[config.mk]
export PLATFORM = sky130hd
export DESIGN_NAME = agc_config
export DESIGN_NICKNAME = d
export VERILOG_FILES = /design/src/hw/agc_pkg.sv /design/src/hw/agc_config.sv
export SDC_FILE = /design/constraint.sdc
export NUM_CORES = 1
export LEC_CHECK = 0
export BUFFER_PORTS_ARGS = -buffer_cell sky130_fd_sc_hd__buf_2
export CAP_MARGIN = 10
export CELL_PAD_IN_SITES_DETAIL_PLACEMENT = 1
export CELL_PAD_IN_SITES_GLOBAL_PLACEMENT = 1
export CORE_AREA = 2 2 156 158
export CTS_CLUSTER_SIZE = 16
export DETAILED_ROUTE_END_ITERATION = 8
export DIE_AREA = 0 0 158 160
export PLACE_DENSITY_LB_ADDON = 0.1
export SLEW_MARGIN = 20
export SYNTH_ARGS = -nofsm -noshare
export SYNTH_HDL_FRONTEND = slang
export SYNTH_SLANG_ARGS = --single-unit
[constraint.sdc]
create_clock -name sys_clk -period 4.01 [get_ports sys_clk]
set_clock_uncertainty 0.15 [all_clocks]
set_input_delay 0.6015 -clock sys_clk [delete_from_list [all_inputs] [get_ports sys_clk]]
set_output_delay 0.6015 -clock sys_clk [all_outputs]
set_load 0.02 [all_outputs]
[src/hw/agc_pkg.sv]
package agc_pkg;
  // Byte offsets on the register bus
  localparam logic [7:0] OFF_GAIN_HIGH = 8'h00;
  localparam logic [7:0] OFF_GAIN_LOW = 8'h04;
  localparam logic [7:0] OFF_GAIN_ADD = 8'h08;
  localparam logic [7:0] OFF_CTRL = 8'h0C;
  localparam logic [7:0] OFF_RESULT = 8'h10;
  localparam logic [7:0] OFF_IRQ_STAT = 8'h14;
  localparam logic [7:0] OFF_IRQ_MASK = 8'h18;
  localparam logic [7:0] OFF_WINDOW = 8'h1C;
  localparam logic [7:0] OFF_CONFIG = 8'hBC;
  // Reset values
  localparam logic [7:0] CONFIG_RST = 8'hF8;
  localparam logic [7:0] GAIN_HIGH_RST = 8'hFC;
  localparam logic [7:0] GAIN_LOW_RST = 8'h00;
  localparam logic GAIN_ADD_RST = 1'b1;
  localparam logic [31:0] WINDOW_RST = 32'hFFFF0000;
  // Config register fields
  localparam int CFG_DIV_MSB = 7;
  localparam int CFG_DIV_LSB = 3;
  localparam int CFG_RPT_MSB = 2;
  localparam int CFG_RPT_LSB = 1;
  localparam int CFG_GAIN_EN = 0;
  // Control register fields
  localparam int CTRL_START = 0;
  localparam int CTRL_BURST = 1;
  localparam int CTRL_LJUST = 2;
  localparam int CTRL_BUSY = 3;
  // Interrupt status bits
  localparam int IRQ_DONE = 0;
  localparam int IRQ_WIN = 1;
  // Gain arithmetic: unity is 4096, the add step is 4096/64
  localparam logic [12:0] GAIN_UNITY = 13'h1000;
  localparam logic [12:0] GAIN_STEP = 13'h0040;
  // Sequencer states
  typedef enum logic [1:0] {
    SQ_IDLE = 2'b00,
    SQ_WAIT = 2'b01,
    SQ_NEXT = 2'b10
  } agc_state_t;
endpackage

[src/hw/agc_config.sv]
// Implementation choice: register access over Wishbone.
`timescale 1ns/100ps
// What this block does
// - Gain code is gain-high bits 7:0 above gain-low bits 7:4.
// - Effective gain is code/4096, plus 1/64 when offset-add bit set.
// - Gain spans zero to 1.015 at full code with offset add.
// - Gain programming applies only when config bit 0 is set.
// - SAR clock is divider input clock divided by field 7:3 plus one.
// - Without burst mode the divider runs from the system clock.
// - In burst mode the divider runs from the separate burst clock.
// - Repeat field 00,01,10,11 selects 1,4,8,16 summed conversions.
// - Done and window interrupts rise only after all repeats accumulate.
// - Non-burst needs a start per conversion; burst self-times the set.
// - Repeated results accumulate separately; the result register takes the final sum in both modes.
module agc_config (
  // Clock, reset, enable
  input wire logic sys_clk,
  input wire logic resetn,
  input wire logic clkEn,
  // Wishbone slave
  input wire logic wb_cyc_i,
  input wire logic wb_stb_i,
  input wire logic wb_we_i,
  input wire logic [7:0] wb_adr_i,
  input wire logic [3:0] wb_sel_i,
  input wire logic [31:0] wb_dat_i,
  output logic [31:0] wb_dat_o,
  output logic wb_ack_o,
  // Pins from the analog side and the burst clock
  input wire logic burstClkIn,
  input wire logic startTrigIn,
  input wire logic convDoneIn,
  input wire logic [11:0] convDataIn,
  // Towards the SAR core
  output logic sarClockTick,
  output logic sarStart,
  output logic [12:0] gainWord,
  output logic irq
);
  import agc_pkg::*;

  logic [7:0] configReg;
  logic [7:0] gainHighReg;
  logic [7:0] gainLowReg;
  logic gainAddReg;
  logic burstReg;
  logic ljustReg;
  logic [31:0] windowReg;
  logic [1:0] irqStatReg;
  logic [1:0] irqMaskReg;
  logic [15:0] resultReg;
  logic [15:0] accReg;
  logic [3:0] countReg;
  logic [4:0] divCntReg;
  logic startPendReg;
  agc_state_t stateReg;
  logic [2:0] burstSyncReg;
  logic [2:0] trigSyncReg;
  logic [2:0] doneSyncReg;
  logic [11:0] dataSync1Reg;
  logic [11:0] dataSync2Reg;

  logic busWrite;
  logic busRead;
  logic divIn;
  logic sarTick;
  logic doneEdge;
  logic swStart;
  logic trigEdge;
  logic launch;
  logic lastConv;
  logic [4:0] divide;
  logic [3:0] lastIdx;
  logic [15:0] sample;
  logic [15:0] sum;
  logic inWindow;

  assign busWrite = clkEn && wb_cyc_i && wb_stb_i && wb_we_i && !wb_ack_o;
  assign busRead = clkEn && wb_cyc_i && wb_stb_i && !wb_we_i && !wb_ack_o;

  // Pin synchronisers; stage 0 feeds only stage 1
  always_ff @(posedge sys_clk) begin
    if (!resetn) begin
      burstSyncReg <= 3'h0;
      trigSyncReg <= 3'h0;
      doneSyncReg <= 3'h0;
      dataSync1Reg <= 12'h000;
      dataSync2Reg <= 12'h000;
    end else if (clkEn) begin
      burstSyncReg <= {burstSyncReg[1:0], burstClkIn};
      trigSyncReg <= {trigSyncReg[1:0], startTrigIn};
      doneSyncReg <= {doneSyncReg[1:0], convDoneIn};
      dataSync1Reg <= convDataIn;
      dataSync2Reg <= dataSync1Reg;
    end
  end

  assign trigEdge = trigSyncReg[1] && !trigSyncReg[2];
  assign doneEdge = doneSyncReg[1] && !doneSyncReg[2];

  // Divider input: system clock or rising edges of the burst clock
  assign divIn = burstReg ? (burstSyncReg[1] && !burstSyncReg[2]) : 1'b1;
  assign divide = configReg[CFG_DIV_MSB:CFG_DIV_LSB];
  assign sarTick = divIn && (divCntReg == divide);

  // Divide by field plus one; a tick marks each SAR clock period
  always_ff @(posedge sys_clk) begin
    if (!resetn) begin
      divCntReg <= 5'h00;
      sarClockTick <= 1'b0;
    end else if (clkEn) begin
      sarClockTick <= sarTick;
      if (divIn) begin
        divCntReg <= (divCntReg >= divide) ? 5'h00 : divCntReg + 5'h01;
      end
    end
  end

  // Gain word in 4096ths; unity when programming is off
  always_ff @(posedge sys_clk) begin
    if (!resetn) begin
      gainWord <= GAIN_UNITY;
    end else if (clkEn) begin
      if (configReg[CFG_GAIN_EN]) begin
        gainWord <= {1'b0, gainHighReg, gainLowReg[7:4]} + (gainAddReg ? GAIN_STEP : 13'h0000);
      end else begin
        gainWord <= GAIN_UNITY;
      end
    end
  end

  // Repeat count decode: last index of the set
  always_comb begin
    unique case (configReg[CFG_RPT_MSB:CFG_RPT_LSB])
      2'b00: lastIdx = 4'h0;
      2'b01: lastIdx = 4'h3;
      2'b10: lastIdx = 4'h7;
      2'b11: lastIdx = 4'hF;
    endcase
  end

  // Left justify only meaningful for single conversions
  assign sample = ljustReg ? {dataSync2Reg, 4'h0} : {4'h0, dataSync2Reg};
  assign sum = accReg + sample;
  assign lastConv = (countReg == lastIdx);
  assign inWindow = (sum >= windowReg[15:0]) && (sum <= windowReg[31:16]);
  assign swStart = busWrite && (wb_adr_i == OFF_CTRL) && wb_sel_i[0] && wb_dat_i[CTRL_START];
  // Burst repeats launch themselves; otherwise each waits for a start
  assign launch = sarTick && ((stateReg == SQ_IDLE && startPendReg) ||
                  (stateReg == SQ_NEXT && (burstReg || startPendReg)));

  // Pending start; a new trigger wins over consumption
  always_ff @(posedge sys_clk) begin
    if (!resetn) begin
      startPendReg <= 1'b0;
    end else if (clkEn) begin
      if (swStart || trigEdge) begin
        startPendReg <= 1'b1;
      end else if (launch && !(stateReg == SQ_NEXT && burstReg)) begin
        startPendReg <= 1'b0;
      end
    end
  end

  // Conversion sequencer and accumulator
  always_ff @(posedge sys_clk) begin
    if (!resetn) begin
      stateReg <= SQ_IDLE;
      accReg <= 16'h0000;
      countReg <= 4'h0;
      resultReg <= 16'h0000;
      sarStart <= 1'b0;
    end else if (clkEn) begin
      sarStart <= launch;
      unique case (stateReg)
        SQ_IDLE: begin
          if (launch) begin
            accReg <= 16'h0000;
            countReg <= 4'h0;
            stateReg <= SQ_WAIT;
          end
        end
        SQ_WAIT: begin
          if (doneEdge) begin
            accReg <= sum;
            if (lastConv) begin
              resultReg <= sum;
              stateReg <= SQ_IDLE;
            end else begin
              countReg <= countReg + 4'h1;
              stateReg <= SQ_NEXT;
            end
          end
        end
        SQ_NEXT: begin
          if (launch) begin
            stateReg <= SQ_WAIT;
          end
        end
        default: stateReg <= SQ_IDLE;
      endcase
    end
  end

  // Sticky interrupt status; an event beats a clearing read
  always_ff @(posedge sys_clk) begin
    if (!resetn) begin
      irqStatReg <= 2'h0;
      irq <= 1'b0;
    end else if (clkEn) begin
      for (int i = 0; i < 2; i++) begin
        if (stateReg == SQ_WAIT && doneEdge && lastConv &&
            (i == IRQ_DONE || inWindow)) begin
          irqStatReg[i] <= 1'b1;
        end else if (busRead && wb_adr_i == OFF_IRQ_STAT) begin
          irqStatReg[i] <= 1'b0;
        end
      end
      irq <= |(irqStatReg & irqMaskReg);
    end
  end

  // Software-written registers
  always_ff @(posedge sys_clk) begin
    if (!resetn) begin
      configReg <= CONFIG_RST;
      gainHighReg <= GAIN_HIGH_RST;
      gainLowReg <= GAIN_LOW_RST;
      gainAddReg <= GAIN_ADD_RST;
      burstReg <= 1'b0;
      ljustReg <= 1'b0;
      irqMaskReg <= 2'h0;
      windowReg <= WINDOW_RST;
    end else if (busWrite) begin
      unique case (wb_adr_i)
        OFF_CONFIG: if (wb_sel_i[0]) configReg <= wb_dat_i[7:0];
        OFF_GAIN_HIGH: if (wb_sel_i[0]) gainHighReg <= wb_dat_i[7:0];
        OFF_GAIN_LOW: if (wb_sel_i[0]) gainLowReg <= {wb_dat_i[7:4], 4'h0};
        OFF_GAIN_ADD: if (wb_sel_i[0]) gainAddReg <= wb_dat_i[0];
        OFF_CTRL: if (wb_sel_i[0]) begin
          burstReg <= wb_dat_i[CTRL_BURST];
          ljustReg <= wb_dat_i[CTRL_LJUST];
        end
        OFF_IRQ_MASK: if (wb_sel_i[0]) irqMaskReg <= wb_dat_i[1:0];
        OFF_WINDOW: begin
          for (int b = 0; b < 4; b++) begin
            if (wb_sel_i[b]) windowReg[8*b +: 8] <= wb_dat_i[8*b +: 8];
          end
        end
        default: ;
      endcase
    end
  end

  // Bus answer one cycle after the request; unmapped reads return zero
  always_ff @(posedge sys_clk) begin
    if (!resetn) begin
      wb_ack_o <= 1'b0;
      wb_dat_o <= 32'h00000000;
    end else if (clkEn) begin
      wb_ack_o <= wb_cyc_i && wb_stb_i && !wb_ack_o;
      wb_dat_o <= 32'h00000000;
      if (busRead) begin
        unique case (wb_adr_i)
          OFF_CONFIG: wb_dat_o <= {24'h000000, configReg};
          OFF_GAIN_HIGH: wb_dat_o <= {24'h000000, gainHighReg};
          OFF_GAIN_LOW: wb_dat_o <= {24'h000000, gainLowReg};
          OFF_GAIN_ADD: wb_dat_o <= {31'h00000000, gainAddReg};
          OFF_CTRL: wb_dat_o <= {28'h0000000, stateReg != SQ_IDLE, ljustReg, burstReg, 1'b0};
          OFF_RESULT: wb_dat_o <= {16'h0000, resultReg};
          OFF_IRQ_STAT: wb_dat_o <= {30'h00000000, irqStatReg};
          OFF_IRQ_MASK: wb_dat_o <= {30'h00000000, irqMaskReg};
          OFF_WINDOW: wb_dat_o <= windowReg;
          default: wb_dat_o <= 32'h00000000;
        endcase
      end
    end
  end

  // Checks
  a_gain_word: assert property (@(posedge sys_clk) disable iff (!resetn)
    clkEn && configReg[CFG_GAIN_EN] && !gainAddReg |=> $past(clkEn) -> gainWord == {1'b0, $past(gainHighReg), $past(gainLowReg[7:4])})
    else $error("gain word not formed from high and low bytes");
  a_gain_offset: assert property (@(posedge sys_clk) disable iff (!resetn)
    clkEn && configReg[CFG_GAIN_EN] && gainAddReg && gainHighReg == 8'hFF && gainLowReg[7:4] == 4'hF
    |=> gainWord == 13'h103F)
    else $error("offset step not added to full scale gain");
  a_gain_range: assert property (@(posedge sys_clk) disable iff (!resetn)
    gainWord <= 13'h103F)
    else $error("gain word above top of range");
  a_gain_off: assert property (@(posedge sys_clk) disable iff (!resetn)
    clkEn && !configReg[CFG_GAIN_EN] |=> gainWord == GAIN_UNITY)
    else $error("gain applied while disabled");
  // A divider change mid-count resynchronises first, so only check once settled
  a_div_zero: assert property (@(posedge sys_clk) disable iff (!resetn)
    clkEn && $past(clkEn) && !burstReg && !$past(burstReg) &&
    divide == 5'h00 && $past(divide) == 5'h00 |-> sarTick)
    else $error("divide by one missed a tick");
  a_div_gap: assert property (@(posedge sys_clk) disable iff (!resetn)
    clkEn && !burstReg && divide == 5'h01 && sarTick |=> clkEn -> !sarTick)
    else $error("divide by two ticked twice in a row");
  a_burst_div: assert property (@(posedge sys_clk) disable iff (!resetn)
    clkEn && $past(clkEn) && burstReg && $past(burstReg) && sarClockTick |=> !sarClockTick)
    else $error("burst divider ticked on two cycles in a row");
  a_irq_after_set: assert property (@(posedge sys_clk) disable iff (!resetn)
    clkEn && !irqStatReg[IRQ_DONE] ##1 irqStatReg[IRQ_DONE] |-> $past(lastConv) && $past(stateReg) == SQ_WAIT)
    else $error("done flag before all repeats");
  a_nonburst_start: assert property (@(posedge sys_clk) disable iff (!resetn)
    clkEn && stateReg == SQ_NEXT && !burstReg && !startPendReg |=> !sarStart)
    else $error("repeat launched without a start");
  a_result_latch: assert property (@(posedge sys_clk) disable iff (!resetn)
    clkEn && stateReg == SQ_WAIT && doneEdge && lastConv |=> resultReg == $past(sum))
    else $error("result not loaded with accumulated sum");
  a_ack_pulse: assert property (@(posedge sys_clk) disable iff (!resetn)
    clkEn && wb_ack_o |=> !wb_ack_o)
    else $error("ack held longer than one cycle");
  c_single: cover property (@(posedge sys_clk) disable iff (!resetn)
    stateReg == SQ_WAIT && doneEdge && lastIdx == 4'h0);
  c_sixteen: cover property (@(posedge sys_clk) disable iff (!resetn)
    stateReg == SQ_WAIT && doneEdge && lastConv && lastIdx == 4'hF);
  c_burst: cover property (@(posedge sys_clk) disable iff (!resetn)
    burstReg && stateReg == SQ_NEXT && launch);
  c_window: cover property (@(posedge sys_clk) disable iff (!resetn) irqStatReg[IRQ_WIN]);
endmodule // agc_config

==> results.py, run 1 <==
metrics = {
    "yosys": {
        "synth_top_family_by_area": "simple AND/OR/NAND/NOR gates",
        "yosys.area_share.adder_pct": 7.75,
        "yosysSeqAreaShare_pct": 39.8,
        "syn_avg_cell_area_um2": 8.52,
        "synthMuxAreaShare_pct": 5.51,
        "ys_ff_latch": 185,
        "synth_cell_types": 83,
        "syn_inst": 1092,
        "syn_nets": 1214,
        "synth_compound_area_share_pct": 17.0,
        "yosysWarnings": 0,
        "ys.flop_type": "dfxtp_1",
        "synthXorXnorAreaFrac_pct": 1.98,
        "syn-cell-area_um2": 9300,
        "yosys.area_share.simple_pct": 23.0,
        "synth_edf_count": 0,
        "async_flop_share_pct": 0,
    },
    "floorplanning": {
        "num_rows": 57,
        "start_util_pct": 39.1,
        "core_um2": 23800,
        "die_y_um": 160,
        "io_pins": 114,
        "dieArea_um2": 25300,
        "fp.dieW_um": 158,
    },
    "setup_path": {
        "path_class": "flip-flop to flip-flop",
        "cp-start-kind": "flip-flop",
        "path_cells": "buf_12 > mux2_2 > ha_2 > nand4_1 > a311oi_2 > buf_4 > nor2_2 > xnor2_1 > ha_1 > nand4_1 > or4_1 > a21oi_2 > o221ai_2 > a221oi_2",
        "crit_buf_inv": 2,
        "cp_slowest_cell": "or4_1",
        "end_kind": "flip-flop",
        "crit_family": "simple AND/OR/NAND/NOR gates",
        "cp_max_fo": 10,
        "crit_arrival_ps": 4050,
        "crit_path_frequent_cell": "nand4_1",
        "cp_slowest_stage_delay_ps": 580,
        "cp.required_ps": 4210,
    },
    "power_and_ir_drop": {
        "ir_drop_mv": 0.193,
        "switchingPower_w": 0.000961,
        "finalPower_w": 0.00378,
        "powerDensity_nw_per_um2": 346,
        "swShare_pct": 25.5,
        "power_frac_seq_pct": 49.4,
        "clkPwrFrac_pct": 44.8,
        "p_int_w": 0.00282,
        "comb_power_share_pct": 5.8,
        "power.leakage_nw": 4.82,
    },
    "hold_path": {
        "hold_class": "input port to flip-flop",
    },
    "sta": {
        "setup_viol": 0,
        "final_hold_viol_count": 0,
        "fin_crit_sh_pct": 95.9,
        "slew_headroom_pct": 32.3,
        "fin_hold_ws_ps": 246,
        "worst_pin_slew_ps": 1010,
        "slew_viol_final": 0,
        "period_needed_ps": 3850,
        "fmax_mhz": 260,
    },
    "cts": {
        "clock_latency_ps": 440,
        "ctsRootBufferMaster": "clkbuf_16",
        "cts_tree": "built",
        "post-cts-setup-buffers": 0,
        "cts_hold_buf": 0,
        "clock_sinks": 185,
        "clkTransAtPathRegs_ps": 80,
        "cts_buffers": 17,
        "h-tree-depth": 4,
        "clockBufferDepth": 2,
    },
    "routing": {
        "via_per_inst": 5.29,
        "via_count": 8138,
        "wl_mm": 27.9,
        "post_drt_wl_per_cell_um": 18.1,
        "drc": 0,
        "antenna_left": 0,
        "drt_iter0_markers": 360,
        "dr.pass1.iters": 5,
    },
    "placement": {
        "gp_congestion": 0.877,
        "dpl_cell_area_um2": 10300,
        "portBuffers": 113,
        "dpl.hpwl_mm": 20.6,
    },
    "finish": {
        "drive_gt1_share_pct": 19.3,
        "final.fill_count": 2905,
        "diodes": 0,
        "final_core_util_pct": 45.8,
        "synthToLayoutAreaGrowth_pct": 17.3,
        "nets": 1323,
        "final_area_um2": 10900,
    },
    "grt": {
        "first_global_vias": 8370,
        "grt_pass1_wl_mm": 45.0,
        "grt_max_degree": 64,
        "grt_use_total_pct": 22.5,
        "antenna_found_initial": 0,
        "grt-ovfl-total": 0,
    },
    "outcome": {
        "status": "complete, no violations",
    },
    "job": {
        "max-cap-violations": 0,
    },
}
layout by cell type, fill, tap and decap left out, types with 4 or more instances in the layout:
master       n
xor2_1       9
inv_6        5
o211ai_1    13
nor2_1     117
nor3_2       4
nand3_1     78
mux2i_1     40
nand4_1     12
ha_1        54
a21o_1       8
and3_1      11
nor3_1       7
nor4_1       4
buf_4       33
and2_1      12
a21oi_1     92
xnor2_1     12
inv_1       47
nand2_1    121
a221oi_1     9
a211oi_1     5
dfxtp_1    184
clkbuf_16   17
o21ai_0     20
buf_2      112
mux2_2       8
a22o_1      15
a22oi_1     16
nor2b_1     34
a21oi_2      7
nand2b_1    19
a222oi_1     5
power groups by stage:
| stage | sequential (W) | combinational (W) | clock (W) |
|---|---|---|---|
| after floorplan | 0.00190 | 0.000128 | 0 |
| after global placement | 0.00191 | 0.000214 | 0 |
| after detailed placement | 0.00191 | 0.000217 | 0 |
| after CTS | 0.00187 | 0.000218 | 0.00174 |
| after global routing | 0.00187 | 0.000242 | 0.00182 |
| final | 0.00187 | 0.000218 | 0.00169 |
logic make-up after synthesis:
group / after synthesis
DFF: 185
and+or+nand+nor: 442
adders and majority gates: 57
buffers and inverters: 105
AOI/OAI and AO/OA: 233
muxes: 49
xor gates and xnor gates: 21
per-stage QoR:
step                instances  TNS (ps)  worst slack, ps
floorplan                1092         0             70.5
global placement         1506         0             46.1
detailed placement       1506      -122             -122
CTS                      1538         0             40.3
global route             1538     -25.5            -25.5
finish                   1538         0              163
path summary, 6_finish.rpt:
kind / cells past startpoint / slack, ps / endpoint / startpoint
max: 14 / 160 / irqStatReg[1] / ljustReg
min: 3 / 250 / windowReg[27] / wb_dat_i[27]
max reg2reg: 14 / 160 / irqStatReg[1] / ljustReg
min reg2reg: 2 / 320 / resultReg[8] / resultReg[8]
synthesized netlist by cell type, types with 12 or more instances:
cell	count	area share, %
dfxtp_1	185	40
nand2_1	121	4.9
nor2_1	118	4.8
a21oi_1	99	5.3
nand3_1	78	4.2
ha_1	56	7.5
inv_1	47	1.9
mux2i_1	40	4.3
nor2b_1	34	2.3
clkbuf_1	31	1.3
o21ai_0	21	1.1
nand2b_1	20	1.3
a22oi_1	16	1.3
a22o_1	15	1.4
o211ai_1	13	1.0
and2_1	12	0.81
nand4_1	12	0.81
xnor2_1	12	1.1
layout make-up:
type | instances | area, um2 | share of cell area, %
timing repair buffer | 146 | 828 | 7.59
tap | 324 | 405 | 3.72
sequential | 185 | 3700 | 34.0
clock inverter | 13 | 134 | 1.23
clock buffer | 19 | 433 | 3.97
inverter | 49 | 186 | 1.71
multi-input combinational | 802 | 5220 | 47.8
metal layers:
layer	GRT usage [%]	vias to the layer above	share of wire [%]
met5	0	-	0
met4	7.62	0	2.4
met3	3.07	37	2.8
met2	38.7	141	48
met1	28.9	3893	46
li1	-	4067	-
flip-flops by register name, summed over array words and instances (netlist names), 2 cells and up:
register and count:
trigSyncReg 3, dataSync1Reg 12, irqStatReg 2, wb_dat_o 32, irqMaskReg 2, dataSync2Reg 12
divCntReg 5, accReg 16, doneSyncReg 3, gainLowReg 4, countReg 4, gainHighReg 8
burstSyncReg 3, resultReg 16, gainWord 13, configReg 8, stateReg 2, windowReg 32
worst register-to-register path: cells and delay by family (launching register included):
kind | cells | cell delay (ps)
XOR/XNOR | 1 | 140
flip-flops | 1 | 380
adder cells (fa/ha/maj) | 2 | 690
multiplexers | 1 | 350
buffers and inverters | 2 | 330
AO/OA/AOI/OAI | 4 | 830
AND/OR/NAND/NOR | 4 | 900
what timing repair did:
item,CTS,global route
resized for setup,2,19
endpoints found under the setup margin,1,1
hold endpoints to repair,0,0
pin swaps,1,3
Note: power is estimated with default switching activity, not from simulation.
==> run 2: changes to the inputs <==
--- a/config.mk
+++ b/config.mk
@@ -9,12 +9,13 @@
 export CAP_MARGIN = 10
 export CELL_PAD_IN_SITES_DETAIL_PLACEMENT = 1
 export CELL_PAD_IN_SITES_GLOBAL_PLACEMENT = 1
-export CORE_AREA = 2 2 156 158
+export CORE_AREA = 8 8 162 164
 export CTS_CLUSTER_SIZE = 16
 export DETAILED_ROUTE_END_ITERATION = 8
-export DIE_AREA = 0 0 158 160
+export DIE_AREA = 0 0 170 172
 export PLACE_DENSITY_LB_ADDON = 0.1
 export SLEW_MARGIN = 20
 export SYNTH_ARGS = -nofsm -noshare
 export SYNTH_HDL_FRONTEND = slang
 export SYNTH_SLANG_ARGS = --single-unit
+export TNS_END_PERCENT = 100
==> constraint.sdc (replaced) <==
create_clock -name sys_clk -period 3.26 [get_ports sys_clk]
set_clock_uncertainty 0.15 [all_clocks]
set_input_delay 0.489 -clock sys_clk [delete_from_list [all_inputs] [get_ports sys_clk]]
set_output_delay 0.489 -clock sys_clk [all_outputs]
set_load 0.02 [all_outputs]
==> results.py, run 2 (same netlist as run 1, synthesis figures left out) <==
metrics = {
    "floorplanning": {
        "dieArea_um2": 29200,
        "core_um2": 23800,
        "num_rows": 57,
        "start_util_pct": 39.1,
        "io_pins": 114,
        "die_y_um": 172,
        "fp.dieW_um": 170,
    },
    "placement": {
        "gp_congestion": 0.883,
        "post-place-cells": 1566,
        "dpl.hpwl_mm": 22.3,
        "dpl_worst_slack_ps": -652,
        "dpl_cell_area_um2": 10800,
        "portBuffers": 113,
    },
    "routing": {
        "drt_iter0_markers": 455,
        "drc": 0,
        "dr.pass1.iters": 5,
        "met2_length_mm": 15.5,
        "wl_met1_mm": 13.3,
        "via_per_inst": 5.35,
        "via_count": 8593,
        "post_drt_wl_per_cell_um": 19.0,
        "wl_met3_mm": 1.11,
        "wl_mm": 30.6,
        "routed.top_layer": "met4",
        "antenna_left": 0,
    },
    "power_and_ir_drop": {
        "swShare_pct": 25.1,
        "power_frac_seq_pct": 47.9,
        "power.leakage_nw": 5.25,
        "switchingPower_w": 0.00120,
        "powerDensity_nw_per_um2": 410,
        "clkPwrFrac_pct": 45.9,
        "ir_drop_mv": 0.319,
        "comb_power_share_pct": 6.2,
        "p_int_w": 0.00359,
    },
    "sta": {
        "fmax_mhz": 270,
        "period_needed_ps": 3710,
        "final_hold_viol_count": 0,
        "rsz0062_at_grt": "true",
        "worst_pin_slew_ps": 1030,
        "fin_crit_sh_pct": 114,
        "finalWorstSetupSlack_ps": -447,
        "slew_viol_final": 0,
        "slew_headroom_pct": 31.2,
        "setup_viol": 1,
    },
    "outcome": {
        "failed_checks": "negative setup slack",
        "status": "finished, violations left",
    },
    "setup_path": {
        "path_cells": "buf_6 > mux2_4 > ha_4 > buf_4 > inv_2 > o21bai_1 > a211o_4 > nor2_4 > xnor2_2 > ha_1 > nand4_1 > or4_4 > a21oi_4 > o221ai_2 > a221oi_2",
        "path_class": "flip-flop to flip-flop",
        "cp-start-kind": "flip-flop",
        "cp_slowest_stage_delay_ps": 540,
        "cp.required_ps": 3460,
        "end_kind": "flip-flop",
        "cp_slowest_cell": "or4_4",
        "cp_max_fo": 7,
        "crit_arrival_ps": 3900,
    },
    "cts": {
        "clock_sinks": 185,
        "cts_hold_buf": 0,
        "clock_latency_ps": 440,
        "clockBufferDepth": 2,
        "cts_buffers": 17,
        "cts_tree": "built",
        "ctsRootBufferMaster": "clkbuf_16",
        "clkTransAtPathRegs_ps": 80,
        "h-tree-depth": 4,
    },
    "grt": {
        "grt_use_total_pct": 21.0,
        "grt_max_degree": 56,
        "grt-ovfl-total": 0,
        "grt_pass1_wl_mm": 48.8,
        "first_global_vias": 9110,
        "antenna_found_initial": 0,
    },
    "job": {
        "max-cap-violations": 0,
    },
    "hold_path": {
        "hold_class": "input port to flip-flop",
    },
    "finish": {
        "diodes": 0,
        "reg_top3": "wb_dat_o (32), windowReg (32)",
        "final_cell_mix": "dfxtp_1, nand2_1, nor2_1",
        "drive_gt1_share_pct": 25.2,
        "final_area_um2": 11700,
        "synthToLayoutAreaGrowth_pct": 25.5,
        "final_common_cell": "dfxtp_1",
        "final.fill_count": 2875,
        "stdcell_count": 1607,
        "nets": 1393,
        "final_core_util_pct": 49.0,
    },
}
-- run 2: worst max-delay path: cells and delay by family, from the launching register on --
| kind | cells | cell delay [ps] |
|---|---|---|
| AND/OR/NAND/NOR | 3 | 820 |
| AO/OA/AOI/OAI | 5 | 940 |
| buffers and inverters | 3 | 320 |
| multiplexers | 1 | 320 |
| XOR/XNOR | 1 | 110 |
| adder cells (fa/ha/maj) | 2 | 560 |
| flip-flops | 1 | 390 |
-- run 2: stage by stage --
| stage | hold WS [ps] | power, W | setup TNS, ps |
|---|---|---|---|
| finish | 131 | 0.00479 | -447 |
| global route | 145 | 0.00496 | -614 |
| CTS | 119 | 0.00483 | -379 |
| detailed placement | 290 | 0.00263 | -652 |
| global placement | 304 | 0.00263 | -524 |
| floorplan | 283 | 0.00251 | -241 |
-- run 2: final timing paths --
kind	startpoint	endpoint	slack (ps)	cells past startpoint
worst max-delay path	ljustReg	irqStatReg[1]	-450	15
worst min-delay path	wb_dat_i[28]	windowReg[28]	130	3
worst max register to register	ljustReg	irqStatReg[1]	-450	15
worst min register to register	wb_dat_o[7]	wb_dat_o[7]	310	1
-- run 2: final cells by class --
| cell class | count | area [um2] | share of cell area [%] |
|---|---|---|---|
| Clock buffer | 18 | 439 | 3.76 |
| Clock inverter | 13 | 179 | 1.53 |
| Inverter | 49 | 186 | 1.60 |
| Multi-Input combinational cell | 802 | 5410 | 46.4 |
| Sequential cell | 185 | 3710 | 31.7 |
| Tap cell | 324 | 405 | 3.47 |
| Timing Repair Buffer | 216 | 1350 | 11.5 |
-- run 2: timing repair --
action / 4_1_cts / 5_1_grt
pin swaps: 5 / 22
buffers inserted: 3 / 7
endpoints found under the setup margin: 1 / 1
gates resized for setup: 12 / 18
-- run 2: layer usage --
layer | vias to the layer above | track usage (%)
met3 | 41 | 3.74
met5 | - | 0
met1 | 4196 | 24.6
met2 | 149 | 37.9
li1 | 4207 | -
met4 | 0 | 7.55
-- run 2: power groups by stage --
stage	clock network (W)	registers, W	logic, W
after floorplan	0	0.00234	0.000162
after global placement	0	0.00235	0.000281
after detailed placement	0	0.00235	0.000287
after CTS	0.00224	0.00229	0.000291
after global routing	0.00234	0.00230	0.000327
final	0.00220	0.00229	0.000296
